`src/shared/dhif_pkg.sv`:
```
// package for the display host interface front end: modes, carriers, constants
package dhif_pkg;

    // ****************************************
    // mode selection
    // ****************************************
    // strap code read as {ms0, ms1, ms2}
    localparam logic [2:0] STRAP_6800 = 3'h1;
    localparam logic [2:0] STRAP_8080 = 3'h3;
    localparam logic [2:0] STRAP_SPI4 = 3'h0;
    localparam logic [2:0] STRAP_SPI3 = 3'h4;
    localparam logic [2:0] STRAP_TWI = 3'h2;

    typedef enum {
        DHIF_MODE_6800,
        DHIF_MODE_8080,
        DHIF_MODE_SPI4,
        DHIF_MODE_SPI3,
        DHIF_MODE_TWI,
        DHIF_MODE_NONE
    } dhif_mode_type;

    // ****************************************
    // constants
    // ****************************************
    localparam logic [5:0] TWI_ADDR_HI = 6'h1e; // upper six address bits 011110
    localparam int CTRL_CONT_BIT = 7;
    localparam int CTRL_DC_BIT = 6;
    localparam logic [3:0] SPI4_BITS = 4'h8;
    localparam logic [3:0] SPI3_BITS = 4'h9;
    localparam logic [3:0] TWI_ACK_BIT = 4'h8;
    localparam logic [7:0] STATUS_RESET = 8'h00;

    // ****************************************
    // carriers
    // ****************************************
    // byte delivered to the core
    typedef struct packed {
        logic is_data;
        logic [7:0] value;
    } dhif_byte_type;

    // synchronised host pins
    typedef struct packed {
        logic cs_n;
        logic dc;
        logic rd;
        logic wr;
        logic d1;
        logic d0;
    } dhif_pins_type;

    // read request to the core
    typedef struct packed {
        logic is_data;
    } dhif_rdreq_type;

endpackage : dhif_pkg

```
`src/hw/dhif_front_end.sv`:
```
// host interface front end: parallel, serial and two-wire ports into one byte stream
// Functional notes
// - three straps select 6800, 8080, 4-wire, 3-wire or two-wire port.
// - serial and two-wire modes never drive data pads seven down to two.
// - 6800 direction high reads RAM or status, low writes RAM or command.
// - 6800 enable high with chip select low latches a transfer.
// - 8080 read strobe low with chip select low latches a read.
// - 8080 write strobe low with chip select low latches a write.
// - data/command select high means RAM data, low means status or command.
// - 4-wire mode shifts serial input msb first on rising serial clock.
// - 4-wire byte and data/command select taken on eighth clock.
// - chip select high holds serial receiver idle, clocks ignored.
// - falling chip select starts a serial transfer.
// - serial receiver also works with chip select held low.
// - deselected device clears the serial shift register and bit counter; two-wire state ignores chip select.
// - serial modes are write only, no read path.
// - 3-wire mode shifts nine bits: flag, then data seven down to zero.
// - 3-wire first bit routes byte to RAM when one, command when zero.
// - two-wire port is slave only, accepts writes, returns status or RAM.
// - two-wire transfers begin only from idle bus, both lines high.
// - answers two addresses differing in last bit, taken from strap.
// - control bytes carry continuation and data/command flags.
// - two-wire read returns data after address, stops on master nack.
module dhif_front_end
    import dhif_pkg::*;
(
    input wire logic ref_clk,
    input wire logic sys_rst,
    input wire logic [2:0] interface_mode_straps,
    input wire logic cs_n,
    input wire logic data_command_select,
    input wire logic rd_e,
    input wire logic wr_rw,
    input wire logic [7:0] pad_in,
    output logic [7:0] pad_out,
    output logic [7:0] pad_oe,
    output dhif_byte_type rx_byte,
    output logic rx_valid,
    output dhif_rdreq_type rd_req,
    output logic rd_req_valid,
    input wire logic [7:0] rd_data,
    input wire logic [7:0] status_in,
    output dhif_mode_type mode
);

    // ****************************************
    // input conditioning
    // ****************************************
    dhif_pins_type pins;
    logic [2:0] straps_s;
    dhif_pins_type pins_raw;

    assign pins_raw = '{cs_n: cs_n, dc: data_command_select, rd: rd_e, wr: wr_rw,
                        d1: pad_in[1], d0: pad_in[0]};

    dhif_sync #(.WIDTH(6), .INIT(6'h3f)) u_sync_pins (
        .ref_clk(ref_clk),
        .sys_rst(sys_rst),
        .async_in(pins_raw),
        .sync_out(pins)
    );

    // only d7..d2 of the parallel bus go through the filter separately
    logic [5:0] dhi_s;
    dhif_sync #(.WIDTH(6), .INIT(6'h00)) u_sync_dhi (
        .ref_clk(ref_clk),
        .sys_rst(sys_rst),
        .async_in(pad_in[7:2]),
        .sync_out(dhi_s)
    );

    dhif_sync #(.WIDTH(3), .INIT(3'h0)) u_sync_straps (
        .ref_clk(ref_clk),
        .sys_rst(sys_rst),
        .async_in(interface_mode_straps),
        .sync_out(straps_s)
    );

    logic [7:0] pbus;
    assign pbus = {dhi_s, pins.d1, pins.d0};

    // ****************************************
    // mode decode
    // ****************************************
    function automatic dhif_mode_type decode_mode(input logic [2:0] s);
        unique case (s)
            STRAP_6800: decode_mode = DHIF_MODE_6800;
            STRAP_8080: decode_mode = DHIF_MODE_8080;
            STRAP_SPI4: decode_mode = DHIF_MODE_SPI4;
            STRAP_SPI3: decode_mode = DHIF_MODE_SPI3;
            STRAP_TWI: decode_mode = DHIF_MODE_TWI;
            default: decode_mode = DHIF_MODE_NONE;
        endcase
    endfunction

    dhif_mode_type mode_ff, nxt_mode;
    assign nxt_mode = decode_mode(straps_s);

    // previous samples for edge finding
    dhif_pins_type prev_ff;
    logic scl_rise, scl_fall, sda_rise, sda_fall, cs_fall, sel;
    assign scl_rise = pins.d0 & ~prev_ff.d0;
    assign scl_fall = ~pins.d0 & prev_ff.d0;
    assign sda_rise = pins.d1 & ~prev_ff.d1;
    assign sda_fall = ~pins.d1 & prev_ff.d1;
    assign cs_fall = ~pins.cs_n & prev_ff.cs_n;
    assign sel = ~pins.cs_n;

    // parallel strobe activity: 6800 enable high, 8080 strobes low
    logic p_act, p_act_prev_ff, p_read, p_read_ff;
    always_comb begin
        p_act = 1'b0;
        p_read = 1'b0;
        if (mode_ff == DHIF_MODE_6800) begin
            p_act = sel & pins.rd;
            p_read = pins.wr;
        end else if (mode_ff == DHIF_MODE_8080) begin
            p_act = sel & (~pins.rd | ~pins.wr);
            p_read = ~pins.rd;
        end
    end

    // ****************************************
    // serial receiver
    // ****************************************
    logic spi_mode, spi_clear, spi_done;
    logic [8:0] sh;
    logic [3:0] cnt;
    logic [3:0] nbits;
    logic [8:0] sh_nxt_view;
    assign spi_mode = (mode_ff == DHIF_MODE_SPI4) | (mode_ff == DHIF_MODE_SPI3);
    assign nbits = (mode_ff == DHIF_MODE_SPI3) ? SPI3_BITS : SPI4_BITS;
    // byte completes on the last rising clock; value is shreg with the new bit
    assign spi_done = spi_mode & sel & ~cs_fall & scl_rise & (cnt == nbits - 4'h1);
    assign sh_nxt_view = {sh[7:0], pins.d1};
    // deselect, a fresh falling chip select or a finished byte restarts the count,
    // so a host that keeps chip select low still streams bytes back to back
    assign spi_clear = ~spi_mode | ~sel | cs_fall | spi_done;

    dhif_shift #(.WIDTH(9)) u_shift (
        .ref_clk(ref_clk),
        .sys_rst(sys_rst),
        .clear(spi_clear),
        .shift_en(scl_rise & sel & spi_mode),
        .bit_in(pins.d1),
        .shreg(sh),
        .count(cnt)
    );

    // ****************************************
    // two-wire slave
    // ****************************************
    typedef enum {TW_IDLE, TW_ADDR, TW_ACK, TW_CTRL, TW_DATA, TW_TX, TW_TXACK, TW_SKIP} dhif_tw_type;
    dhif_tw_type tw_ff, nxt_tw, after_ack_ff, nxt_after_ack;
    logic [7:0] tsh_ff, nxt_tsh;
    logic [3:0] tcnt_ff, nxt_tcnt;
    logic cont_ff, nxt_cont, twdc_ff, nxt_twdc, rdc_ff, nxt_rdc, sda_oe_ff, nxt_sda_oe;
    logic tw_mode, tw_start, tw_stop;
    assign tw_mode = mode_ff == DHIF_MODE_TWI;
    assign tw_start = tw_mode & pins.d0 & prev_ff.d0 & sda_fall;
    assign tw_stop = tw_mode & pins.d0 & prev_ff.d0 & sda_rise;

    // ****************************************
    // output and delivery logic
    // ****************************************
    dhif_byte_type rx_ff, nxt_rx;
    logic rxv_ff, nxt_rxv, rqv_ff, nxt_rqv, rq_dc_ff, nxt_rq_dc;
    logic [7:0] pout_ff, nxt_pout, poe_ff, nxt_poe;

    // one process for all groups: two-wire, delivery, pads
    always_comb begin
        nxt_tw = tw_ff;
        nxt_after_ack = after_ack_ff;
        nxt_tsh = tsh_ff;
        nxt_tcnt = tcnt_ff;
        nxt_cont = cont_ff;
        nxt_twdc = twdc_ff;
        nxt_rdc = rdc_ff;
        nxt_sda_oe = sda_oe_ff;
        nxt_rx = rx_ff;
        nxt_rxv = 1'b0;
        nxt_rqv = 1'b0;
        nxt_rq_dc = rq_dc_ff;
        nxt_pout = pout_ff;
        nxt_poe = 8'h00;
        // parallel: latch on strobe release edge of activity
        if (!p_act && p_act_prev_ff && !p_read_ff) begin
            nxt_rx = '{is_data: pins.dc, value: pbus};
            nxt_rxv = 1'b1;
        end
        if (p_act && !p_act_prev_ff && p_read) begin
            nxt_rqv = 1'b1; // core returns the pipelined byte
            nxt_rq_dc = pins.dc;
        end
        if (p_act && p_read) begin
            nxt_poe = 8'hff;
            nxt_pout = pins.dc ? rd_data : status_in;
        end
        // serial byte hand-off
        if (spi_done) begin
            if (mode_ff == DHIF_MODE_SPI3) begin
                nxt_rx = '{is_data: sh[7], value: sh_nxt_view[7:0]};
            end else begin
                nxt_rx = '{is_data: pins.dc, value: sh_nxt_view[7:0]};
            end
            nxt_rxv = 1'b1;
        end
        // two-wire: change outputs after scl falls, sample on rise
        if (!tw_mode || tw_stop) begin
            nxt_tw = TW_IDLE;
            nxt_sda_oe = 1'b0;
        end else if (tw_start) begin
            nxt_tw = TW_ADDR;
            nxt_tcnt = 4'h0;
            nxt_sda_oe = 1'b0;
        end else begin
            unique case (tw_ff)
                TW_IDLE, TW_SKIP: begin
                end
                TW_ADDR, TW_CTRL, TW_DATA: begin
                    if (scl_rise) begin
                        nxt_tsh = {tsh_ff[6:0], pins.d1};
                        nxt_tcnt = tcnt_ff + 4'h1;
                    end
                    if (scl_fall && tcnt_ff == TWI_ACK_BIT) begin
                        nxt_tcnt = 4'h0;
                        nxt_tw = TW_ACK;
                        nxt_sda_oe = 1'b1;
                        nxt_after_ack = TW_CTRL;
                        if (tw_ff == TW_ADDR) begin
                            // address strap rides the data/command pin
                            if (tsh_ff[7:1] != {TWI_ADDR_HI, pins.dc}) begin
                                nxt_tw = TW_SKIP;
                                nxt_sda_oe = 1'b0;
                            end else if (tsh_ff[0]) begin
                                nxt_after_ack = TW_TX;
                                nxt_rqv = 1'b1;
                                nxt_rq_dc = rdc_ff;
                            end
                        end else if (tw_ff == TW_CTRL) begin
                            nxt_cont = tsh_ff[CTRL_CONT_BIT];
                            nxt_twdc = tsh_ff[CTRL_DC_BIT];
                            nxt_rdc = tsh_ff[CTRL_DC_BIT];
                            nxt_after_ack = TW_DATA;
                        end else begin
                            nxt_rx = '{is_data: twdc_ff, value: tsh_ff};
                            nxt_rxv = 1'b1;
                            nxt_after_ack = cont_ff ? TW_CTRL : TW_DATA;
                        end
                    end
                end
                TW_ACK: begin
                    if (scl_fall) begin
                        nxt_tw = after_ack_ff;
                        nxt_sda_oe = 1'b0;
                        nxt_tsh = (after_ack_ff == TW_TX) ? (rq_dc_ff ? rd_data : status_in) : tsh_ff;
                        if (after_ack_ff == TW_TX) begin
                            nxt_sda_oe = ~nxt_tsh[7];
                        end
                    end
                end
                TW_TX: begin
                    if (scl_fall) begin
                        nxt_tcnt = tcnt_ff + 4'h1;
                        nxt_tsh = {tsh_ff[6:0], 1'b1};
                        nxt_sda_oe = (tcnt_ff == 4'h7) ? 1'b0 : ~tsh_ff[6];
                        if (tcnt_ff == 4'h7) begin
                            nxt_tw = TW_TXACK;
                        end
                    end
                end
                TW_TXACK: begin
                    if (scl_rise) begin
                        nxt_tcnt = 4'h0;
                        if (pins.d1) begin
                            nxt_tw = TW_SKIP;
                        end else begin
                            nxt_tw = TW_ACK;
                            nxt_after_ack = TW_TX;
                            nxt_rqv = 1'b1;
                        end
                    end
                end
            endcase
        end
        // serial modes leave d7..d2 undriven and have no read path
        if (tw_mode) begin
            nxt_poe = {6'h00, nxt_sda_oe, 1'b0};
            nxt_pout = 8'h00; // open drain pulls low
        end else if (spi_mode) begin
            nxt_poe = 8'h00;
        end
    end

    always_ff @(posedge ref_clk) begin
        if (sys_rst) begin
            mode_ff <= DHIF_MODE_NONE;
            prev_ff <= '1;
            p_act_prev_ff <= 1'b0;
            p_read_ff <= 1'b0;
            tw_ff <= TW_IDLE;
            after_ack_ff <= TW_CTRL;
            tsh_ff <= 8'h00;
            tcnt_ff <= 4'h0;
            cont_ff <= 1'b0;
            twdc_ff <= 1'b0;
            rdc_ff <= 1'b0;
            sda_oe_ff <= 1'b0;
            rx_ff <= '0;
            rxv_ff <= 1'b0;
            rqv_ff <= 1'b0;
            rq_dc_ff <= 1'b0;
            pout_ff <= STATUS_RESET;
            poe_ff <= 8'h00;
        end else begin
            mode_ff <= nxt_mode;
            prev_ff <= pins;
            p_act_prev_ff <= p_act;
            p_read_ff <= p_read;
            tw_ff <= nxt_tw;
            after_ack_ff <= nxt_after_ack;
            tsh_ff <= nxt_tsh;
            tcnt_ff <= nxt_tcnt;
            cont_ff <= nxt_cont;
            twdc_ff <= nxt_twdc;
            rdc_ff <= nxt_rdc;
            sda_oe_ff <= nxt_sda_oe;
            rx_ff <= nxt_rx;
            rxv_ff <= nxt_rxv;
            rqv_ff <= nxt_rqv;
            rq_dc_ff <= nxt_rq_dc;
            pout_ff <= nxt_pout;
            poe_ff <= nxt_poe;
        end
    end

    assign rx_byte = rx_ff;
    assign rx_valid = rxv_ff;
    assign rd_req = '{is_data: rq_dc_ff};
    assign rd_req_valid = rqv_ff;
    assign pad_out = pout_ff;
    assign pad_oe = poe_ff;
    assign mode = mode_ff;

    // ****************************************
    // assertions
    // ****************************************
    property p_hi_pads_quiet;
        @(posedge ref_clk) disable iff (sys_rst)
        (mode_ff inside {DHIF_MODE_SPI4, DHIF_MODE_SPI3, DHIF_MODE_TWI}) |=> pad_oe[7:2] == 6'h00;
    endproperty
    a_hi_pads_quiet: assert property (p_hi_pads_quiet) else $error("upper pads driven");

    property p_spi_no_read;
        @(posedge ref_clk) disable iff (sys_rst)
        spi_mode |=> pad_oe == 8'h00;
    endproperty
    a_spi_no_read: assert property (p_spi_no_read) else $error("serial mode drove pads");

    property p_spi_idle;
        @(posedge ref_clk) disable iff (sys_rst)
        (spi_mode && !sel) |=> cnt == 4'h0 && !rx_valid;
    endproperty
    a_spi_idle: assert property (p_spi_idle) else $error("serial not idle when deselected");

    property p_spi_clear;
        @(posedge ref_clk) disable iff (sys_rst)
        !sel |=> sh == 9'h000;
    endproperty
    a_spi_clear: assert property (p_spi_clear) else $error("shift register kept");

    property p_spi4_byte;
        @(posedge ref_clk) disable iff (sys_rst)
        (spi_done && mode_ff == DHIF_MODE_SPI4) |=>
            rx_valid && rx_byte.is_data == $past(pins.dc) && rx_byte.value == $past(sh_nxt_view[7:0]);
    endproperty
    a_spi4_byte: assert property (p_spi4_byte) else $error("4-wire byte wrong");

    property p_spi3_flag;
        @(posedge ref_clk) disable iff (sys_rst)
        (spi_done && mode_ff == DHIF_MODE_SPI3) |=> rx_valid && rx_byte.is_data == $past(sh[7]);
    endproperty
    a_spi3_flag: assert property (p_spi3_flag) else $error("3-wire flag wrong");

    property p_6800_read_drive;
        @(posedge ref_clk) disable iff (sys_rst)
        (mode_ff == DHIF_MODE_6800 && sel && pins.rd && pins.wr) |=> pad_oe == 8'hff;
    endproperty
    a_6800_read_drive: assert property (p_6800_read_drive) else $error("6800 read not driven");

    property p_8080_write;
        @(posedge ref_clk) disable iff (sys_rst)
        (mode_ff == DHIF_MODE_8080 && !p_act && p_act_prev_ff && !p_read_ff) |=>
            rx_valid && rx_byte.is_data == $past(pins.dc);
    endproperty
    a_8080_write: assert property (p_8080_write) else $error("8080 write lost");

    property p_rx_pulse;
        @(posedge ref_clk) disable iff (sys_rst)
        rx_valid |=> !rx_valid;
    endproperty
    a_rx_pulse: assert property (p_rx_pulse) else $error("byte strobe too long");

    c_spi4: cover property (@(posedge ref_clk) disable iff (sys_rst) spi_done && mode_ff == DHIF_MODE_SPI4);
    c_spi3: cover property (@(posedge ref_clk) disable iff (sys_rst) spi_done && mode_ff == DHIF_MODE_SPI3);
    c_twi_rx: cover property (@(posedge ref_clk) disable iff (sys_rst) tw_mode && rx_valid);
    c_par_rd: cover property (@(posedge ref_clk) disable iff (sys_rst) rd_req_valid && !tw_mode);

endmodule // dhif_front_end

```
`src/hw/dhif_shift.sv`:
```
// serial shift register with bit counter, cleared while deselected
module dhif_shift
    import dhif_pkg::*;
#(
    parameter int WIDTH = 9
) (
    input wire logic ref_clk,
    input wire logic sys_rst,
    input wire logic clear,
    input wire logic shift_en,
    input wire logic bit_in,
    output logic [WIDTH-1:0] shreg,
    output logic [3:0] count
);

    logic [WIDTH-1:0] sh_ff, nxt_sh;
    logic [3:0] cnt_ff, nxt_cnt;

    // msb first; clear returns to initial state
    always_comb begin
        nxt_sh = sh_ff;
        nxt_cnt = cnt_ff;
        if (clear) begin
            nxt_sh = '0;
            nxt_cnt = 4'h0;
        end else if (shift_en) begin
            nxt_sh = {sh_ff[WIDTH-2:0], bit_in};
            nxt_cnt = cnt_ff + 4'h1;
        end
    end

    always_ff @(posedge ref_clk) begin
        if (sys_rst) begin
            sh_ff <= '0;
            cnt_ff <= 4'h0;
        end else begin
            sh_ff <= nxt_sh;
            cnt_ff <= nxt_cnt;
        end
    end

    assign shreg = sh_ff;
    assign count = cnt_ff;

endmodule // dhif_shift

```
`src/hw/dhif_sync.sv`:
```
// three-stage input synchroniser with agreement filter
module dhif_sync
    import dhif_pkg::*;
#(
    parameter int WIDTH = 6,
    parameter logic [WIDTH-1:0] INIT = '1
) (
    input wire logic ref_clk,
    input wire logic sys_rst,
    input wire logic [WIDTH-1:0] async_in,
    output logic [WIDTH-1:0] sync_out
);

    logic [WIDTH-1:0] s1_ff, s2_ff, s3_ff, out_ff;
    logic [WIDTH-1:0] nxt_out;

    // a change counts only once stages two and three agree
    always_comb begin
        nxt_out = out_ff;
        for (int i = 0; i < WIDTH; i++) begin
            if (s2_ff[i] == s3_ff[i]) begin
                nxt_out[i] = s3_ff[i];
            end
        end
    end

    // s1 feeds s2 only
    always_ff @(posedge ref_clk) begin
        if (sys_rst) begin
            s1_ff <= INIT;
            s2_ff <= INIT;
            s3_ff <= INIT;
            out_ff <= INIT;
        end else begin
            s1_ff <= async_in;
            s2_ff <= s1_ff;
            s3_ff <= s2_ff;
            out_ff <= nxt_out;
        end
    end

    assign sync_out = out_ff;

endmodule // dhif_sync

```
`config.mk`:
```
export PLATFORM = sky130hd
export DESIGN_NAME = dhif_front_end
export DESIGN_NICKNAME = d
export VERILOG_FILES = /design/src/shared/dhif_pkg.sv /design/src/hw/dhif_front_end.sv /design/src/hw/dhif_shift.sv /design/src/hw/dhif_sync.sv
export SDC_FILE = /design/constraint.sdc
export NUM_CORES = 1
export LEC_CHECK = 0
export ABC_AREA = 0
export BUFFER_PORTS_ARGS = -buffer_cell sky130_fd_sc_hd__buf_2
export CAP_MARGIN = 20
export CORE_AREA = 2 2 106 108
export DETAILED_ROUTE_END_ITERATION = 8
export DIE_AREA = 0 0 108 110
export PLACE_DENSITY = 0.72
export SLEW_MARGIN = 20
export SYNTH_ARGS = -nofsm -noshare
export SYNTH_HDL_FRONTEND = slang
export SYNTH_SLANG_ARGS = --single-unit
```
`constraint.sdc`:
```
create_clock -name ref_clk -period 2.3 [get_ports ref_clk]
set_clock_uncertainty 0.15 [all_clocks]
set_input_delay 0.46 -clock ref_clk [delete_from_list [all_inputs] [get_ports ref_clk]]
set_output_delay 0.46 -clock ref_clk [all_outputs]
set_load 0.1 [all_outputs]
```
# Word level (Yosys, flattened, before mapping)
# Cells that the tools add are included.
classes:
  n_addsub: 3
  eq_ne: 50
  muxes: 86
  bitwise_logic: 36
  reduce_logical: 31
op_table:
  columns: ["cell", "n"]
  rows:
  - ["$mux W32", 9]
  - ["$eq A32 B3 Y1 const B", 6]
  - ["$eq A32 B2 Y1 const B", 4]
  - ["$pmux W32 S4", 1]
  - ["$mux W9", 9]
  - ["$eq A32 B4 Y1 const B", 2]
  - ["$pmux W32 S2", 1]
  - ["$mux W8", 7]
  - ["$mux W1", 40]
  - ["$eq A32 B1 Y1 const B", 1]
  - ["$logic_not A32 Y1", 1]
  - ["$reduce_and A6 Y1", 5]
  - ["$pmux W8 S3", 1]
  - ["$mux W3", 7]
  - ["$mux W4", 5]
  - ["$and A1 B1 Y1", 17]
  - ["$ne A2 B2 Y1 const B", 8]
  - ["$eq A1 B1 Y1", 15]
  - ["$ne A3 B3 Y1 const B", 5]
  - ["$pmux W3 S5", 1]
  - ["$not A1 Y1", 14]
  - ["$pmux W4 S3", 1]
  - ["$reduce_or A3 Y1", 3]
  - ["$add A4 B1 Y4 const B", 2]
  - ["24 further kinds", 41]
totals:
  reg_bits: 216
  inputBits: 33
  output_inout_bits: 60
  word_cells: 255

# Depth between registers and ports, before layout
depth:
  word_depth: 16
  mapped_depth: 8
  ltp_nobuf: 7

# By module
# A second synthesis with hierarchy kept.
unflattened:
  hier_cells: 597
  hier_area_um2: 5704.2
by_module_without_submodules:
  columns: ["mod", "instances", "cells_per_inst", "area_per_inst_um2"]
  rows:
  - ["dhif_front_end", 1, 395, 3345.7]
  - ["dhif_sync at u_sync_dhi", 1, 62, 720.7]
  - ["dhif_sync at u_sync_pins", 1, 62, 713.2]
  - ["dhif_shift", 1, 47, 536.8]
  - ["dhif_sync at u_sync_straps", 1, 31, 387.9]

# Worst setup path after synthesis
# Ideal clock, no wire load.
synth_timing:
  path_kind: "register -> register"
  start: "reg mode_ff[2], in the netlist mode[2]"
  end: "reg rx_ff (netlist bit rx_byte[0])"
  arrival_ps: 2289
  slack_ps: -273
  path_stages_with_launch: 7
  path_buffers: 1
  synth_period_minus_slack_ps: 2573
  cell_sequence: "dfxtp_1 -> nor3b_1 -> o21ai_2 -> o21ai_4 -> or2_1 -> buf_2 -> o221ai_1"
synth_between:
  elab_chain_len: 14
  elab_cells_between_ends: 32
synth_lines:
  columns: ["element", "line", "rtl"]
  rows:
  - ["from (decl)", "dhif_front_end.sv:96", "dhif_mode_type mode_ff, nxt_mode;"]
  - ["from (signal assigned)", "dhif_front_end.sv:316", "mode_ff <= nxt_mode;"]
  - ["parallel branches: the longest is 13 deep, another holds $sub A4 B1 Y4", null, null]
  - ["$mux W9 *", "dhif_front_end.sv:209", "if (!tw_mode || tw_stop) begin"]
  - ["to (signal assigned)", "dhif_front_end.sv:328", "rx_ff <= nxt_rx;"]
  - ["to (decl)", "dhif_front_end.sv:166", "dhif_byte_type rx_ff, nxt_rx;"]
# Every way passes the cells marked *.
# A chain may end at the register's enable or synchronous reset.

# Final worst setup path
layout_timing:
  start: "reg tw_ff[1]"
  end: "reg tsh_ff[3]"
layout_between:
  elab_chain_len: 4
  elab_cells_between_ends: 13
layout_lines:
  columns: ["element", "line", "rtl"]
  rows:
  - ["from (decl)", "dhif_front_end.sv:154", "dhif_tw_type tw_ff, nxt_tw, after_ack_ff, nxt_after_ack;"]
  - ["from (signal assigned)", "dhif_front_end.sv:320", "tw_ff <= nxt_tw;"]
  - ["$eq A32 B1 Y1 (tied with other cells)", "dhif_front_end.sv:217", "unique case (tw_ff)"]
  - ["$reduce_or A3 Y1", "dhif_front_end.sv:217", null]
  - ["$ne A2 B2 Y1 (no line) or $reduce_bool A3 Y1 (tied branches)", null, null]
  - ["$reduce_and A7 Y1 (no line)", null, null]
  - ["to (signal assigned)", "dhif_front_end.sv:322", "tsh_ff <= nxt_tsh;"]
  - ["to (decl)", "dhif_front_end.sv:155", "logic [7:0] tsh_ff, nxt_tsh;"]
# Several ways; a longest one is shown, not always the timed one.

==> flow_summary.json <==
{
  "die_w_um": 108,
  "antenna_found_initial": 0,
  "dr.pass1.iters": 6,
  "route.met2.wl_mm": 5.92,
  "drt.antenna.violating_nets": 0,
  "leakage_uw": 0.00260,
  "synth.cell_area_mm2": 0.00536,
  "clk_pin_slew_ns": 0.06,
  "placed_area_mm2": 0.00578,
  "overflow": 0,
  "async_reset_ff_share_pct": 0,
  "status": "finished clean",
  "clock_path_buffers": 2,
  "top_layer": "met4",
  "io_pins": 93,
  "coreArea_mm2": 0.0107,
  "dpl.hpwl_mm": 8.82,
  "ys_warn_count": 0,
  "numCtsBuffers": 17,
  "timing.fmax_ghz": 0.466,
  "route.vias.total": 4331,
  "crit_fanout": 15,
  "powerDensity_mw_per_mm2": 812,
  "drv_cap": 0,
  "cp-start-kind": "flop",
  "initialDrtViolationCount": 251,
  "rows": 38,
  "routed_wl_mm": 12.4,
  "drc": 0,
  "fillCellCount": 872,
  "whs_ns": 0.0181,
  "final_common_cell": "dfxtp_1",
  "seq_area_mm2": 0.00247,
  "drt-met1-wl_mm": 5.50,
  "timing.final.crit_share_pct": 93.3,
  "wl_per_cell_um": 15.2,
  "synth_cells": 578,
  "max-slew-margin-rel_pct": 62.9,
  "clock_sinks": 123,
  "peakVddDrop_mv": 0.508,
  "grt_usage_pct": 21.8,
  "power_uw": 5300,
  "synth_edf_count": 0,
  "period_needed_ns": 2.15,
  "tightest_slew_ns": 0.550,
  "initial_core_util_pct": 50.1,
  "layout_common_cells": "dfxtp_1 (117), buf_2 (63), nand2_1 (53)",
  "ys_seq_elements": 123,
  "multi_input_area_mm2": 0.00259,
  "design_area_mm2": 0.00653,
  "die_y_um": 110,
  "wl_met3_um": 787,
  "post_cts_buffers": 0,
  "area_growth_pct": 21.9,
  "via_per_inst": 5.31,
  "cts_tree": "yes",
  "rsz0062_at_grt": "false",
  "fin_nets": 698,
  "yosysSeqAreaShare_pct": 46.0,
  "maxSlewViolCount": 0,
  "cp.required_ns": 2.56,
  "synth_flop_cell": "dfxtp_1",
  "arrival_ns": 2.40,
  "syn_area_per_cell_um2": 9.27,
  "cts_root_buf": "clkbuf_8",
  "portBuffers": 63,
  "antenna_cells": 0,
  "gp_congestion": 0.893,
  "crit_path_end_kind": "flop",
  "finalSetupViolCount": 0,
  "drive_above_1_share_pct": 25.2,
  "die_area_mm2": 0.0119,
  "totalNegativeSetupSlack_ns": 0,
  "path_class": "reg -> reg",
  "worstHoldPathType": "in -> reg",
  "grt_pass1_vias": 4038,
  "htree_levels": 4,
  "finalHoldViolCount": 0,
  "clk_latency_ns": 0.52,
  "grt_pass1_wl_mm": 19.9,
  "synth.distinct_cells": 71,
  "grt_max_degree": 25
}
repair_timing:
item | 4_1_cts | 5_1_grt
hold buffers | 12 | 0
resized for setup | 0 | 6
endpoints found under the hold margin | 12 | 0
setup endpoints to repair | 0 | 17
cell type report:
type | count | area share, %
clock buffers | 18 | 6.40
clock inverters | 14 | 2.93
inverters | 10 | 0.575
multi-input cells | 408 | 39.6
flip-flops and latches | 123 | 37.8
well taps | 140 | 2.68
repair buffers | 102 | 9.97
final timing paths:
check / from / to / slack, ns / depth (start not counted)
max: tw_ff[1] / tsh_ff[3] / 0.15 / 7
min: pad_in[5] / u_sync_dhi.s1_ff[3] / 0.02 / 2
max reg2reg: tw_ff[1] / tsh_ff[3] / 0.15 / 7
min reg2reg: u_sync_pins.s1_ff[1] / u_sync_pins.s2_ff[1] / 0.26 / 1
layer usage:
layer,GRT usage [%],vias to the layer above
met1,27.6,2018
met4,8.52,0
met5,0,-
li1,-,2149
met3,5.82,17
met2,35.6,147
metrics by stage:
stage / worst slack, ns / std cells / utilization (%)
finish: 0.153 / 815 / 61.0
floorplan: 0.0644 / 606 / -
detailed placement: 0.0794 / 771 / 54.0
CTS: 0.0271 / 815 / 60.9
global placement: 0.141 / 771 / 54.0
global route: 0.0216 / 815 / 61.0
Yosys cell counts (3+ instances only):
library cell    n  share of area [%]
nor2_1         36                2.5
buf_1           3               0.21
xnor2_1         3               0.49
or3_1           3               0.35
a211o_1         4               0.65
a21oi_1        33                3.1
nor3_1         12                1.1
mux2_2          7                1.5
inv_1           9               0.63
or2_2          19                2.2
a211oi_1       17                2.4
clkbuf_1       16                1.1
mux2i_1        22                4.1
xor2_1          3               0.49
nand2b_1        8               0.93
buf_2           9               0.84
or2_1           5               0.58
ha_1            3               0.70
nand3_1        10               0.93
nand2_1        53                3.7
o21ai_1         6               0.56
nor3b_1         3               0.42
buf_4          36                5.0
and3b_1         5               0.82
o211ai_1        3               0.42
o21ai_0        20                1.9
dfxtp_1       123                 46
a22oi_1         9                1.3
nor2b_1        33                3.9
nand3b_1        4               0.56
o221ai_1        8                1.3
state kept, by name, indices dropped and copies added (netlist names), 8 cells and up:
name,flops
pad_out,8
rx_byte,9
tsh_ff,8
u_shift.shreg,8
worst max-delay path, cell delays in order (launching register included):
cell      delay (ns)
dfxtp_2         0.39
buf_4           0.18
nor3b_4         0.27
o21bai_1        0.19
a221oi_4        0.35
buf_12          0.17
nor2_1          0.04
a211oi_1        0.28
kinds of logic (layout without fill, tap and decap cells):
kind of cell | Yosys count | count (layout) | synth area share (%)
muxes | 29 | 29 | 5.58
AOI/OAI and AO/OA | 132 | 132 | 17.3
other | 1 | 29 | 0.0700
xor gates and xnor gates | 6 | 6 | 0.981
buffers and inverters | 75 | 144 | 8.13
adders and majority gates | 3 | 3 | 0.701
DFF | 123 | 123 | 46.0
and+or+nand+nor | 209 | 209 | 21.3
power by group:
group	total (uW)	switching, uW	internal, uW	leakage [uW]
Sequential	2190	19.5	2170	0.00100
Clock	2730	973	1760	0.000288
Combinational	381	301	79.5	0.00131
Total	5300	1290	4010	0.00260
No activity file was read; power rests on OpenSTA's default activity.
